### config.mk
export PLATFORM = sky130hd
export DESIGN_NAME = flash_command_protection
export DESIGN_NICKNAME = d
export VERILOG_FILES = /design/src/inc/flash_cmd_pkg.sv /design/src/flash_command_protection.sv
export VERILOG_INCLUDE_DIRS = /design/src /design/src/inc
export SDC_FILE = /design/constraint.sdc
export NUM_CORES = 1
export LEC_CHECK = 0
export BUFFER_PORTS_ARGS = -buffer_cell sky130_fd_sc_hd__buf_2
export CORE_ASPECT_RATIO = 0.5
export CORE_MARGIN = 2
export CORE_UTILIZATION = 25
export CTS_CLUSTER_DIAMETER = 150
export CTS_CLUSTER_SIZE = 12
export DETAILED_ROUTE_END_ITERATION = 12
export SETUP_SLACK_MARGIN = 0.5
export SLEW_MARGIN = 0
export SYNTH_ARGS = -nofsm -noshare
export SYNTH_HDL_FRONTEND = slang
export SYNTH_SLANG_ARGS = --single-unit
### constraint.sdc
create_clock -name clock -period 6.5 [get_ports clock]
set_clock_uncertainty 0.05 [all_clocks]
set_input_delay 1.95 -clock clock [delete_from_list [all_inputs] [get_ports clock]]
set_output_delay 1.95 -clock clock [all_outputs]
set_load 0.03 [all_outputs]
### src/inc/flash_cmd_cfg.svh
// Constants for the flash command and protection block.
// Assumes byte-wide register port and a 23-bit global flash address.
`ifndef FLASH_CMD_CFG_SVH
`define FLASH_CMD_CFG_SVH

// ****************************************
// Register offsets
// ****************************************
`define OFS_INDEX 4'h0
`define OFS_STATUS 4'h1
`define OFS_PARAM_HI 4'h2
`define OFS_PARAM_LO 4'h3
`define OFS_PPROT 4'h4
`define OFS_EEE_WRITE_PROTECTION 4'h9

// ****************************************
// Field positions
// ****************************************
`define ST_COMMAND_COMPLETE_FLAG 7
`define ST_ACCESS_ERROR_FLAG 5
`define ST_PVIOL 4
`define ST_VERR 1
`define ST_VUNC 0
`define EP_OPEN 7
`define EP_RNV_HI 6
`define EP_RNV_LO 4
`define EP_DIS 3
`define EP_SIZE_HI 2

// ****************************************
// Widths, codes and reset values
// ****************************************
`define ADDR_W 23
`define PARAM_WORDS 6
`define IDX_W 3
`define CMD_PROG_DF 8'h11
`define CMD_ERASE_DF 8'h12
`define IDX_ERASE 3'h1
`define IDX_PROG_MIN 3'h2
`define IDX_PROG_MAX 3'h5
`define DF_BASE 23'h10_0000
`define DF_END 23'h10_7FFF
`define DF_EEE_START 23'h10_7000
`define DF_SECTOR_MASK 23'h7F_FF00
`define PPROT_RESET 3'h7
`define EEE_WRITE_PROTECTION_RESET 8'hFF
`define PPROT_OK_0 8'h0F
`define PPROT_OK_1 8'h0A
`define PPROT_OK_2 8'h0C
`define PPROT_OK_3 8'h08
`define PPROT_OK_4 8'h18
`define PPROT_OK_5 8'h3C
`define PPROT_OK_6 8'h5A
`define PPROT_OK_7 8'hFF

`endif

### src/inc/flash_cmd_pkg.sv
// Types shared by the flash command and protection block.
// Assumes flash_cmd_cfg.svh is on the include path.
`include "flash_cmd_cfg.svh"
`default_nettype none

package flash_cmd_pkg;

	typedef enum logic [1:0] {
		MEM_PROGRAM = 2'h0,
		MEM_ERASE = 2'h1,
		MEM_VERIFY = 2'h2
	} mem_op_t;

	typedef struct packed {
		logic [3:0] addr;
		logic [7:0] wdata;
		logic write;
		logic read;
	} reg_bus_t;

	typedef struct packed {
		mem_op_t op;
		logic [`ADDR_W-1:0] addr;
		logic [15:0] wdata;
		logic [2:0] count;
	} mem_cmd_t;

	typedef struct packed {
		logic done;
		logic verify_err;
		logic verify_uncorr;
	} mem_resp_t;

	typedef enum logic [2:0] {
		ST_IDLE = 3'h0,
		ST_CHECK = 3'h1,
		ST_OPER = 3'h3,
		ST_VERIFY = 3'h2,
		ST_FINISH = 3'h6
	} seq_state_t;

endpackage

`default_nettype wire

### src/flash_command_protection.sv
// Command launch, error checking and protection logic of a flash controller.
// Assumes a flash macro on the same clock that answers each request with a
// one-cycle done pulse, and a protection byte valid when reset is released.
//
// Strobed register access was decided locally.
`include "flash_cmd_cfg.svh"
`default_nettype none

module flash_command_protection (
	// Clock and reset
	input wire logic clock,
	input wire logic resetn,
	// Register port
	input wire flash_cmd_pkg::reg_bus_t reg_bus,
	output logic [7:0] reg_rdata,
	// Stored protection byte
	input wire logic [7:0] eee_prot_nv,
	// Flash macro
	output logic mem_req,
	output flash_cmd_pkg::mem_cmd_t mem_cmd,
	input wire flash_cmd_pkg::mem_resp_t mem_resp,
	// Protection state and command busy
	output logic [2:0] pflash_scenario,
	output logic eee_wp_enable,
	output logic [2:0] eee_wp_size,
	output logic cmd_busy
);
	import flash_cmd_pkg::*;

	// ****************************************
	// Functions
	// ****************************************
	function automatic logic in_user(input logic [`ADDR_W-1:0] a);
		in_user = (a >= `DF_BASE) && (a < `DF_EEE_START);
	endfunction

	function automatic logic in_block(input logic [`ADDR_W-1:0] a);
		in_block = (a >= `DF_BASE) && (a <= `DF_END);
	endfunction

	function automatic logic [7:0] pprot_ok(input logic [2:0] from);
		unique case (from)
			3'h0: pprot_ok = `PPROT_OK_0;
			3'h1: pprot_ok = `PPROT_OK_1;
			3'h2: pprot_ok = `PPROT_OK_2;
			3'h3: pprot_ok = `PPROT_OK_3;
			3'h4: pprot_ok = `PPROT_OK_4;
			3'h5: pprot_ok = `PPROT_OK_5;
			3'h6: pprot_ok = `PPROT_OK_6;
			3'h7: pprot_ok = `PPROT_OK_7;
		endcase
	endfunction

	// ****************************************
	// Declarations
	// ****************************************
	seq_state_t state_q;
	logic [15:0] param_q [`PARAM_WORDS];
	logic [`IDX_W-1:0] index_q;
	logic [`IDX_W-1:0] launch_idx_q;
	logic command_complete_flag_q;
	logic access_error_flag_q;
	logic verr_q;
	logic vunc_q;
	logic [2:0] pprot_q;
	logic [7:0] eee_write_protection_q;
	logic load_pend_q;
	logic [7:0] rdata_q;
	logic is_erase_q;
	logic wait_q;
	logic [2:0] wcnt_q;
	logic [2:0] nwords_q;
	logic [`ADDR_W-1:0] start_q;
	logic req_q;
	mem_cmd_t cmd_q;
	logic wr_status;
	logic launch;
	logic acc_clr;
	logic param_ok;
	logic [7:0] cmd_code;
	logic [`ADDR_W-1:0] cmd_addr;
	logic [`ADDR_W-1:0] last_addr;
	logic [2:0] prog_words;
	logic prog_err;
	logic erase_err;
	logic check_err;
	logic [7:0] pprot_allowed;
	logic [7:0] eee_write_protection_nx;

	// ****************************************
	// Register decode and launch checks
	// ****************************************
	assign wr_status = reg_bus.write && (reg_bus.addr == `OFS_STATUS);
	assign acc_clr = wr_status && reg_bus.wdata[`ST_ACCESS_ERROR_FLAG];
	// launch by one
	// A launch while an access error is pending is refused, as in the
	// usual flash controllers, so the error cannot be silently lost.
	assign launch = wr_status && reg_bus.wdata[`ST_COMMAND_COMPLETE_FLAG] && command_complete_flag_q &&
		(state_q == ST_IDLE) && !access_error_flag_q && !load_pend_q;
	assign param_ok = (index_q < `IDX_W'(`PARAM_WORDS));

	assign cmd_code = param_q[0][15:8];
	assign cmd_addr = {param_q[0][6:0], param_q[1]};
	assign prog_words = launch_idx_q - 3'h1;
	assign last_addr = cmd_addr + {19'h0_0000, prog_words, 1'b0} -
		`ADDR_W'(2);

	always_comb begin
		prog_err = 1'b0;
		if (launch_idx_q < `IDX_PROG_MIN || launch_idx_q > `IDX_PROG_MAX)
			prog_err = 1'b1;
		if (!in_block(cmd_addr))
			prog_err = 1'b1;
		if (cmd_addr[0])
			prog_err = 1'b1;
		if (cmd_addr >= `DF_EEE_START)
			prog_err = 1'b1;
		if (!in_block(last_addr) || !in_user(last_addr))
			prog_err = 1'b1;
	end

	assign erase_err = (launch_idx_q != `IDX_ERASE) || !in_user(cmd_addr);

	assign check_err = (cmd_code == `CMD_PROG_DF) ? prog_err :
		((cmd_code == `CMD_ERASE_DF) ? erase_err : 1'b1);

	// ****************************************
	// Command sequencer and flash requests
	// ****************************************
	always_ff @(posedge clock or negedge resetn) begin
		if (!resetn) begin
			state_q <= ST_IDLE;
			launch_idx_q <= 3'h0;
			is_erase_q <= 1'b0;
			start_q <= `ADDR_W'(0);
			nwords_q <= 3'h0;
		end else begin
			unique case (state_q)
				ST_IDLE:
					if (launch) begin
						state_q <= ST_CHECK;
						launch_idx_q <= index_q;
					end
				ST_CHECK: begin
					start_q <= cmd_addr;
					nwords_q <= prog_words;
					is_erase_q <= (cmd_code == `CMD_ERASE_DF);
					if (check_err)
						state_q <= ST_FINISH;
					else
						state_q <= ST_OPER;
				end
				ST_OPER:
					if (wait_q && mem_resp.done &&
						(is_erase_q || wcnt_q == nwords_q - 3'h1))
						state_q <= ST_VERIFY;
				ST_VERIFY:
					if (wait_q && mem_resp.done)
						state_q <= ST_FINISH;
				ST_FINISH: state_q <= ST_IDLE;
				default: state_q <= ST_IDLE;
			endcase
		end
	end

	always_ff @(posedge clock or negedge resetn) begin
		if (!resetn) begin
			req_q <= 1'b0;
			wait_q <= 1'b0;
			wcnt_q <= 3'h0;
			cmd_q <= '0;
		end else begin
			req_q <= 1'b0;
			if (state_q == ST_CHECK) begin
				wait_q <= 1'b0;
				wcnt_q <= 3'h0;
			end else if (state_q == ST_OPER || state_q == ST_VERIFY) begin
				if (!wait_q) begin
					req_q <= 1'b1;
					wait_q <= 1'b1;
					cmd_q.count <= nwords_q;
					if (state_q == ST_VERIFY) begin
						cmd_q.op <= MEM_VERIFY;
						cmd_q.addr <= is_erase_q ?
							(start_q & `DF_SECTOR_MASK) : start_q;
					end else if (is_erase_q) begin
						cmd_q.op <= MEM_ERASE;
						cmd_q.addr <= start_q & `DF_SECTOR_MASK;
					end else begin
						cmd_q.op <= MEM_PROGRAM;
						cmd_q.addr <= start_q +
							{19'h0_0000, wcnt_q, 1'b0};
						cmd_q.wdata <= param_q[wcnt_q + 3'h2];
					end
				end else if (mem_resp.done) begin
					wait_q <= 1'b0;
					if (state_q == ST_OPER && !is_erase_q)
						wcnt_q <= wcnt_q + 3'h1;
				end
			end
		end
	end

	assign mem_req = req_q;
	assign mem_cmd = cmd_q;

	// ****************************************
	// Status flags
	// ****************************************
	always_ff @(posedge clock or negedge resetn) begin
		if (!resetn) begin
			command_complete_flag_q <= 1'b1;
		end else if (launch) begin
			command_complete_flag_q <= 1'b0;
		end else if (state_q == ST_FINISH) begin
			command_complete_flag_q <= 1'b1;
		end
	end

	always_ff @(posedge clock or negedge resetn) begin
		if (!resetn) begin
			access_error_flag_q <= 1'b0;
		end else if (state_q == ST_CHECK && check_err) begin
			// error raised; set wins over clear
			access_error_flag_q <= 1'b1;
		end else if (acc_clr) begin
			access_error_flag_q <= 1'b0;
		end
	end

	always_ff @(posedge clock or negedge resetn) begin
		if (!resetn) begin
			verr_q <= 1'b0;
			vunc_q <= 1'b0;
		end else if (launch) begin
			verr_q <= 1'b0;
			vunc_q <= 1'b0;
		end else if (state_q == ST_VERIFY && wait_q && mem_resp.done) begin
			verr_q <= mem_resp.verify_err || mem_resp.verify_uncorr;
			vunc_q <= mem_resp.verify_uncorr;
		end
	end

	// ****************************************
	// Parameter array and index
	// ****************************************
	always_ff @(posedge clock or negedge resetn) begin
		if (!resetn) begin
			index_q <= 3'h0;
		end else if (reg_bus.write && reg_bus.addr == `OFS_INDEX) begin
			index_q <= reg_bus.wdata[`IDX_W-1:0];
		end
	end

	// Writes while a command runs are dropped: the sequencer reads the
	// array directly instead of keeping a private copy.
	always_ff @(posedge clock or negedge resetn) begin
		if (!resetn) begin
			for (int i = 0; i < `PARAM_WORDS; i++)
				param_q[i] <= 16'h0000;
		end else if (reg_bus.write && command_complete_flag_q && param_ok) begin
			if (reg_bus.addr == `OFS_PARAM_HI)
				param_q[index_q][15:8] <= reg_bus.wdata;
			else if (reg_bus.addr == `OFS_PARAM_LO)
				param_q[index_q][7:0] <= reg_bus.wdata;
		end
	end

	// ****************************************
	// Protection registers
	// ****************************************
	always_ff @(posedge clock or negedge resetn) begin
		if (!resetn) begin
			pprot_q <= `PPROT_RESET;
		end else if (reg_bus.write && reg_bus.addr == `OFS_PPROT) begin
			if (pprot_allowed[reg_bus.wdata[2:0]])
				pprot_q <= reg_bus.wdata[2:0];
		end
	end

	assign pprot_allowed = pprot_ok(pprot_q);
	assign pflash_scenario = pprot_q;

	always_comb begin
		eee_write_protection_nx = eee_write_protection_q;
		if (reg_bus.wdata[`EP_OPEN])
			eee_write_protection_nx[`EP_OPEN] = 1'b1;
		if (!reg_bus.wdata[`EP_DIS])
			eee_write_protection_nx[`EP_DIS] = 1'b0;
		if (eee_write_protection_q[`EP_DIS])
			eee_write_protection_nx[`EP_SIZE_HI:0] = reg_bus.wdata[`EP_SIZE_HI:0];
	end

	always_ff @(posedge clock or negedge resetn) begin
		if (!resetn)
			load_pend_q <= 1'b1;
		else
			load_pend_q <= 1'b0;
	end

	always_ff @(posedge clock or negedge resetn) begin
		if (!resetn) begin
			eee_write_protection_q <= `EEE_WRITE_PROTECTION_RESET;
		end else if (load_pend_q) begin
			eee_write_protection_q <= eee_prot_nv;
		end else if (reg_bus.write && reg_bus.addr == `OFS_EEE_WRITE_PROTECTION) begin
			eee_write_protection_q <= eee_write_protection_nx;
		end
	end

	assign eee_wp_enable = eee_write_protection_q[`EP_OPEN] && !eee_write_protection_q[`EP_DIS];
	assign eee_wp_size = eee_write_protection_q[`EP_OPEN] ?
		eee_write_protection_q[`EP_SIZE_HI:0] : 3'h0;
	assign cmd_busy = !command_complete_flag_q;

	// ****************************************
	// Register reads
	// ****************************************
	always_ff @(posedge clock or negedge resetn) begin
		if (!resetn) begin
			rdata_q <= 8'h00;
		end else begin
			rdata_q <= 8'h00;
			if (reg_bus.read) begin
				unique case (reg_bus.addr)
					`OFS_INDEX: rdata_q <= {5'h00, index_q};
					`OFS_STATUS: begin
						rdata_q[`ST_COMMAND_COMPLETE_FLAG] <= command_complete_flag_q;
						rdata_q[`ST_ACCESS_ERROR_FLAG] <= access_error_flag_q;
						rdata_q[`ST_VERR] <= verr_q;
						rdata_q[`ST_VUNC] <= vunc_q;
					end
					`OFS_PARAM_HI:
						if (param_ok)
							rdata_q <= param_q[index_q][15:8];
					`OFS_PARAM_LO:
						if (param_ok)
							rdata_q <= param_q[index_q][7:0];
					`OFS_PPROT: rdata_q <= {5'h00, pprot_q};
					`OFS_EEE_WRITE_PROTECTION: rdata_q <= eee_write_protection_q;
					default: rdata_q <= 8'h00;
				endcase
			end
		end
	end

	assign reg_rdata = rdata_q;

endmodule

`default_nettype wire

==> metrics.yaml, run 1 <==
die_area_sq_um: 48800
drt_iter0_drc: 1133
grt_max_degree: 127
synthArstFlopShare_pct: 100
cts_buffers: 21
cpMostUsedCell: "ha_1"
critPathSlowestCell: "or4b_1"
fin_setup_tns_ns: 0
ys_seq_elements: 205
rsz0062_at_grt: "no"
num_rows: 56
diodes: 0
ctsResizeCount: 0
wl_per_cell_um: 19.2
cp_max_fo: 5
synth_edf_count: 0
worst_ep_required_time_ns: 6.80
start_util_pct: 25.2
cts_hold_buf: 0
setup_viol: 0
hold_violations: 0
p_leak_uw: 0.00602
maxCapViolCount: 0
hold_slack_ns: 0.409
routabilityCongestion: 0.936
synth_ff_type: "dfrtp_1"
clock_tree.buffer_depth: 3
synth_seq_area_share_pct: 43.8
drive_gt1_share_pct: 22.7
routed_wl_um: 35800
post_cts_buffers: 0
post-dp-hpwl_um: 25800
final_cell_mix: "dfrtp_1 (191), nand2_1 (120), mux2_2 (98), o21ai_0 (95), buf_2 (86)"
cp_cell_sequence: "inv_1 -> ha_1 -> xnor2_1 -> ha_1 -> inv_1 -> ha_1 -> a211oi_1 -> or3_1 -> a211oi_1 -> or4_1 -> nand4_1 -> or4b_1 -> o41ai_2 -> o21ai_1"
via_count: 9450
io_buffers: 87
fmax_mhz: 243
yosys_warnings: 0
die_y_um: 157
io_pins: 88
syn_area_sq_um: 11700
critPathKind: "reg -> reg"
worst_slew_pin_slew_ns: 1.07
outcome: "completed"
power_density_nw_per_um2: 321
cts.sinks: 205
synth_cell_types: 86
drc: 0
path_delay_family: "compound AO/OA/AOI/OAI gates"
fin_nets: 1294
ant_nets: 0
fin_crit_sh_pct: 63.3
syn2layout_area_growth_pct: 14.3
cts_tree: "done"
utilization_pct: 28.8
setup_ws_ns: 2.38
grt_pass1_vias: 8979
final_common_cell: "dfrtp_1"
avgSynthCellArea_sq_um: 10.2
slowest_delay_ns: 0.53
antenna_found_initial: 0
htree_levels: 1
post-route-min-period_ns: 4.12
track_usage_pct: 14.2
path_clk_slew_ns: 0.07
coreArea_sq_um: 46600
clockRootBuffer: "clkbuf_16"
cp.arrival_ns: 4.42
overflow: 0
end_kind: "flop"
cp_num_buf_inv: 2
hp-class: "reg -> reg"
slew_violations: 0
dr.pass1.iters: 6
clock_latency_ns: 0.50
die_w_um: 311
post-place-ws_ns: 2.11
regToRegSetupSlack_ns: 2.38
peakVddDrop_mv: 0.186
vias_per_cell: 5.06
slew_headroom_pct: 28.1
synthCells: 1156
start_kind: "flop"
grt_pass1_wl_um: 54900
synth_fp_nets: 1236
==> cell families (layout without fill, tap and decap cells) <==
family                     Yosys count  count (layout)  synth area share, %
buffers and inverters              114             186                 3.85
other                                1               1               0.0319
DFF                                205             205                 43.8
adders and majority gates           53              53                 5.77
xor gates and xnor gates            31              31                 2.31
and+or+nand+nor                    341             341                 14.5
AOI/OAI and AO/OA                  287             287                 16.2
muxes                              124             124                 13.5
==> registers in the layout (all words and copies together), names as in the netlist <==
signal,count
cmd_code,8
wcnt_q,3
load_pend_q,1
command_complete_flag_q,1
launch_idx_q,3
mem_cmd,44
reg_rdata,8
wait_q,1
eee_write_protection_q,8
state_q,3
access_error_flag_q,1
start_q,23
pflash_scenario,3
nwords_q,3
is_erase_q,1
verr_q,1
cmd_addr,23
mem_req,1
vunc_q,1
param_q,65
index_q,3
==> cell type report <==
| type | instances | area (sq um) |
|---|---|---|
| clock buffers | 36 | 582 |
| clock inverters | 1 | 11.3 |
| fillers | 4903 | 33200 |
| inverters | 51 | 191 |
| multi-input cells | 837 | 6160 |
| flip-flops and latches | 205 | 5150 |
| well taps | 638 | 798 |
| repair buffers | 98 | 527 |
==> synth_stat cells, drive strengths merged (5+ instances only) <==
cell type / n / share of area, %
nand3b: 7 / 0.45
xnor2: 13 / 0.97
mux4: 17 / 3.3
inv: 51 / 1.6
nor4: 7 / 0.43
o21ai: 98 / 4.2
a22oi: 59 / 3.8
nor4b: 8 / 0.65
nor3: 15 / 0.64
mux2i: 9 / 0.77
nand3: 24 / 1.0
a21oi: 36 / 1.5
nor2: 73 / 2.3
nand4: 7 / 0.37
xor2: 18 / 1.3
a211oi: 5 / 0.40
clkbuf: 51 / 1.6
ha: 51 / 5.4
nand2b: 11 / 0.59
or2: 6 / 0.32
a31oi: 18 / 0.96
and3: 8 / 0.44
nand2: 121 / 3.9
mux2: 98 / 9.4
dfrtp: 192 / 41
nor2b: 18 / 0.96
buf: 12 / 0.59
o211ai: 8 / 0.55
dfstp: 13 / 2.9
and2: 10 / 0.55
==> worst min-delay path, cell delays in order (launching register included) <==
cell and delay [ns]:
dfrtp_1 0.34, nand2_1 0.05, nand2_1 0.04
==> power breakdown <==
part	switching, uW	internal, uW
Combinational	982	622
Sequential	190	1410
Clock	500	608
==> per-layer routing <==
metal,routed length (um),share of wire [%],GRT usage (%)
met1,15900,44,19.4
met2,16400,46,23.0
met3,2530,7.1,2.82
met4,937,2.6,4.02
met5,0,0,0
==> worst paths after layout <==
check	startpoint	endpoint	cells past startpoint
max	launch_idx_q[0]$_DFFE_PN0P_	access_error_flag_q$_DFFE_PN0P_	14
min	mem_cmd[42]$_DFFE_PN0P_	mem_cmd[42]$_DFFE_PN0P_	2
max reg2reg	launch_idx_q[0]$_DFFE_PN0P_	access_error_flag_q$_DFFE_PN0P_	14
min reg2reg	mem_cmd[42]$_DFFE_PN0P_	mem_cmd[42]$_DFFE_PN0P_	2
max in group asynchronous	resetn	cmd_addr[13]$_DFFE_PN0P_	2
min in group asynchronous	resetn	vunc_q$_DFFE_PN0P_	1
==> through the flow <==
stage	std cells	total power, uW	area (sq um)
after floorplan	1156	2670	11700
after global placement	1829	3170	12800
after detailed placement	1829	3160	12800
after CTS	1866	4280	13400
after global routing	1866	4520	13400
final	1866	4310	13400
(Power assumes the default switching activity.)
==> inputs of run 2 (changes only) <==
==> constraint.sdc (replaced) <==
create_clock -name clock -period 3.5 [get_ports clock]
set_clock_uncertainty 0.05 [all_clocks]
set_input_delay 1.05 -clock clock [delete_from_list [all_inputs] [get_ports clock]]
set_output_delay 1.05 -clock clock [all_outputs]
set_load 0.03 [all_outputs]
==> run 2 against run 1 <==
Compared with the run above:
- the run now ends with setup timing left
- core utilization up 1.8 points
- clock power rose by 86%
- worst setup slack worse by 2.5 ns
- flip-flop and latch count unchanged
- non-clock buffer count up 81
- power up 100%
- global-route usage increased by 0.82 points
- design area grew 6.2%
- final cell count rose by 4.3%
- sequential share of layout area down 2.2 points
==> metrics.yaml, run 2 (synthesis results as in run 1) <==
stdcell_area_sq_um: 14200  # +6.2%
critPathKind: "reg -> reg"
clockRootBuffer: "clkbuf_16"
antenna_found_initial: 1  # +1
utilization_pct: 30.6  # +1.8 points
largest_reg_flops: 65  # unchanged
post-route-min-period_ns: 3.61  # -0.508 ns
fin_crit_sh_pct: 103  # +40 points
rr_worst_depth: 11  # -3
cts.sinks: 205  # unchanged
cp.arrival_ns: 3.90  # -0.52 ns
coreArea_sq_um: 46600  # unchanged
num_rows: 56  # unchanged
track_usage_pct: 15.0  # +0.82 points
fmax_mhz: 277  # +14%
die_area_sq_um: 48800  # unchanged
hold_slack_ns: 0.422  # +0.0128 ns
rsz0062_at_grt: "yes"
fin_cells: 1947  # +4.3%
grt_max_degree: 77  # -39%
r2r-end: "access_error_flag_q$_DFFE_PN0P_"
via_count: 9794  # +3.6%
setup_viol: 2  # +2
clock_tree.buffer_depth: 3  # unchanged
violations: "setup timing"
hold_start: "mem_cmd[19]$_DFFE_PN0P_"
io_buffers: 87  # unchanged
vias_per_cell: 5.03  # -0.67%
start_util_pct: 25.2  # unchanged
ant_nets: 0  # unchanged
die_w_um: 311  # unchanged
r2r_start: "cmd_addr[11]$_DFFE_PN0P_"
dpl-instance-area_sq_um: 13400  # +4.8%
cp_max_fo: 6  # +1
dp.cells: 1904  # +4.1%
fillers: 4844  # -1.2%
routabilityCongestion: 0.927  # -1.0%
cts_buffers: 21  # unchanged
cts_tree: "done"
htree_levels: 1  # unchanged
maxCapViolCount: 0  # unchanged
peakVddDrop_mv: 0.303  # +63%
end_kind: "flop"
worst_ep_required_time_ns: 3.80  # -3.00 ns
drive_gt1_share_pct: 29.2  # +6.5 points
slew_violations: 0  # unchanged
hold_end: "mem_cmd[19]$_DFFE_PN0P_"
worst_slew_pin_slew_ns: 0.839  # -0.236 ns
hold_depth: 2  # unchanged
regToRegSetupSlack_ns: -0.11  # -2.49 ns
fin_nets: 1375  # +6.3%
grt_pass1_vias: 9443  # +5.2%
slew_headroom_pct: 44.1  # +16 points
syn2layout_area_growth_pct: 21.3
final_cell_mix: "dfrtp_1 (191), nand2_1 (120), mux2_2 (98), o21ai_0 (95), buf_4 (88)"
start_kind: "flop"
routed_wl_um: 37800  # +5.7%
final_common_cell: "dfrtp_1"
grt_pass1_wl_um: 57900  # +5.5%
top_register: "param_q"
hp-class: "reg -> reg"
post-dp-hpwl_um: 27900  # +8.0%
power_uw: 8760  # +100%
wl_per_cell_um: 19.4  # +1.3%
drc: 0  # unchanged
hold_violations: 0  # unchanged
overflow: 0  # unchanged
dr.pass1.iters: 6  # unchanged
power_density_nw_per_um2: 615  # +91%
p_leak_uw: 0.00647  # +7.6%
clock_latency_ns: 0.50  # about the same
drt_iter0_drc: 964  # -15%
outcome: "complete, but fails checks"
io_pins: 88  # unchanged
setup_ws_ns: -0.108  # -2.49 ns
die_y_um: 157  # unchanged
path_clk_slew_ns: 0.06  # about the same
diodes: 0  # unchanged
[run 2: worst max path at each step]
stage | start | end | slack (ns) | cells after the start
6_report | cmd_addr[11]$_DFFE_PN0P_ | access_error_flag_q$_DFFE_PN0P_ | -0.11 | 11
5_1_grt | launch_idx_q[1]$_DFFE_PN0P_ | access_error_flag_q$_DFFE_PN0P_ | -0.20 | 16
3_5_place_dp | launch_idx_q[0]$_DFFE_PN0P_ | state_q[2]$_DFFE_PN0P_ | -0.29 | 15
3_3_place_gp | launch_idx_q[0]$_DFFE_PN0P_ | state_q[2]$_DFFE_PN0P_ | -0.26 | 16
4_1_cts | launch_idx_q[1]$_DFFE_PN0P_ | state_q[2]$_DFFE_PN0P_ | -0.14 | 17
2_1_floorplan | launch_idx_q[0]$_DFFE_PN0P_ | access_error_flag_q$_DFFE_PN0P_ | 0.15 | 15
[run 2: what timing repair did]
| action | in CTS | in global routing |
|---|---|---|
| resized for setup | 22 | 8 |
| setup endpoints to repair | 3 | 3 |
| setup buffers | 3 | 3 |
| hold buffers | 0 | 0 |
| pin swaps | 13 | 9 |
[run 2: layout make-up]
cell class / instances / area, sq um / share of cell area, %
Inverter: 51 / 196 / 1.38
Clock buffer: 36 / 582 / 4.08
Timing Repair Buffer: 179 / 1180 / 8.25
Sequential cell: 205 / 5150 / 36.1
Clock inverter: 1 / 11.3 / 0.0790
Multi-Input combinational cell: 837 / 6340 / 44.5
Tap cell: 638 / 798 / 5.60
[run 2: per-layer routing]
layer	part of all wire [%]	GRT usage [%]
met1	47	21.7
met2	46	24.3
met3	5.2	1.58
met4	1.7	3.28
met5	0	0
[run 2: where the power goes]
| part | internal [uW] | switching [uW] | leakage [uW] |
|---|---|---|---|
| clock | 1130 | 938 | 0.000283 |
| combinational | 1640 | 2160 | 0.00351 |
| sequential | 2610 | 287 | 0.00269 |
[run 2: worst max-delay path: stages, from the launching register on]
cell	delay, ns
dfrtp_1	0.46
ha_1	0.48
nor2b_1	0.24
o21ai_1	0.12
a2111oi_0	0.65
buf_4	0.23
a211oi_4	0.05
a211o_1	0.24
a221o_2	0.38
o41ai_4	0.36
buf_4	0.17
o21ai_1	0.05
[run 2: through the flow]
stage / setup slack [ns] / setup TNS (ns)
after floorplan: 0.151 / 0
after global placement: -0.255 / -0.543
after detailed placement: -0.289 / -0.661
after CTS: -0.143 / -0.285
after global routing: -0.198 / -0.414
final: -0.108 / -0.203
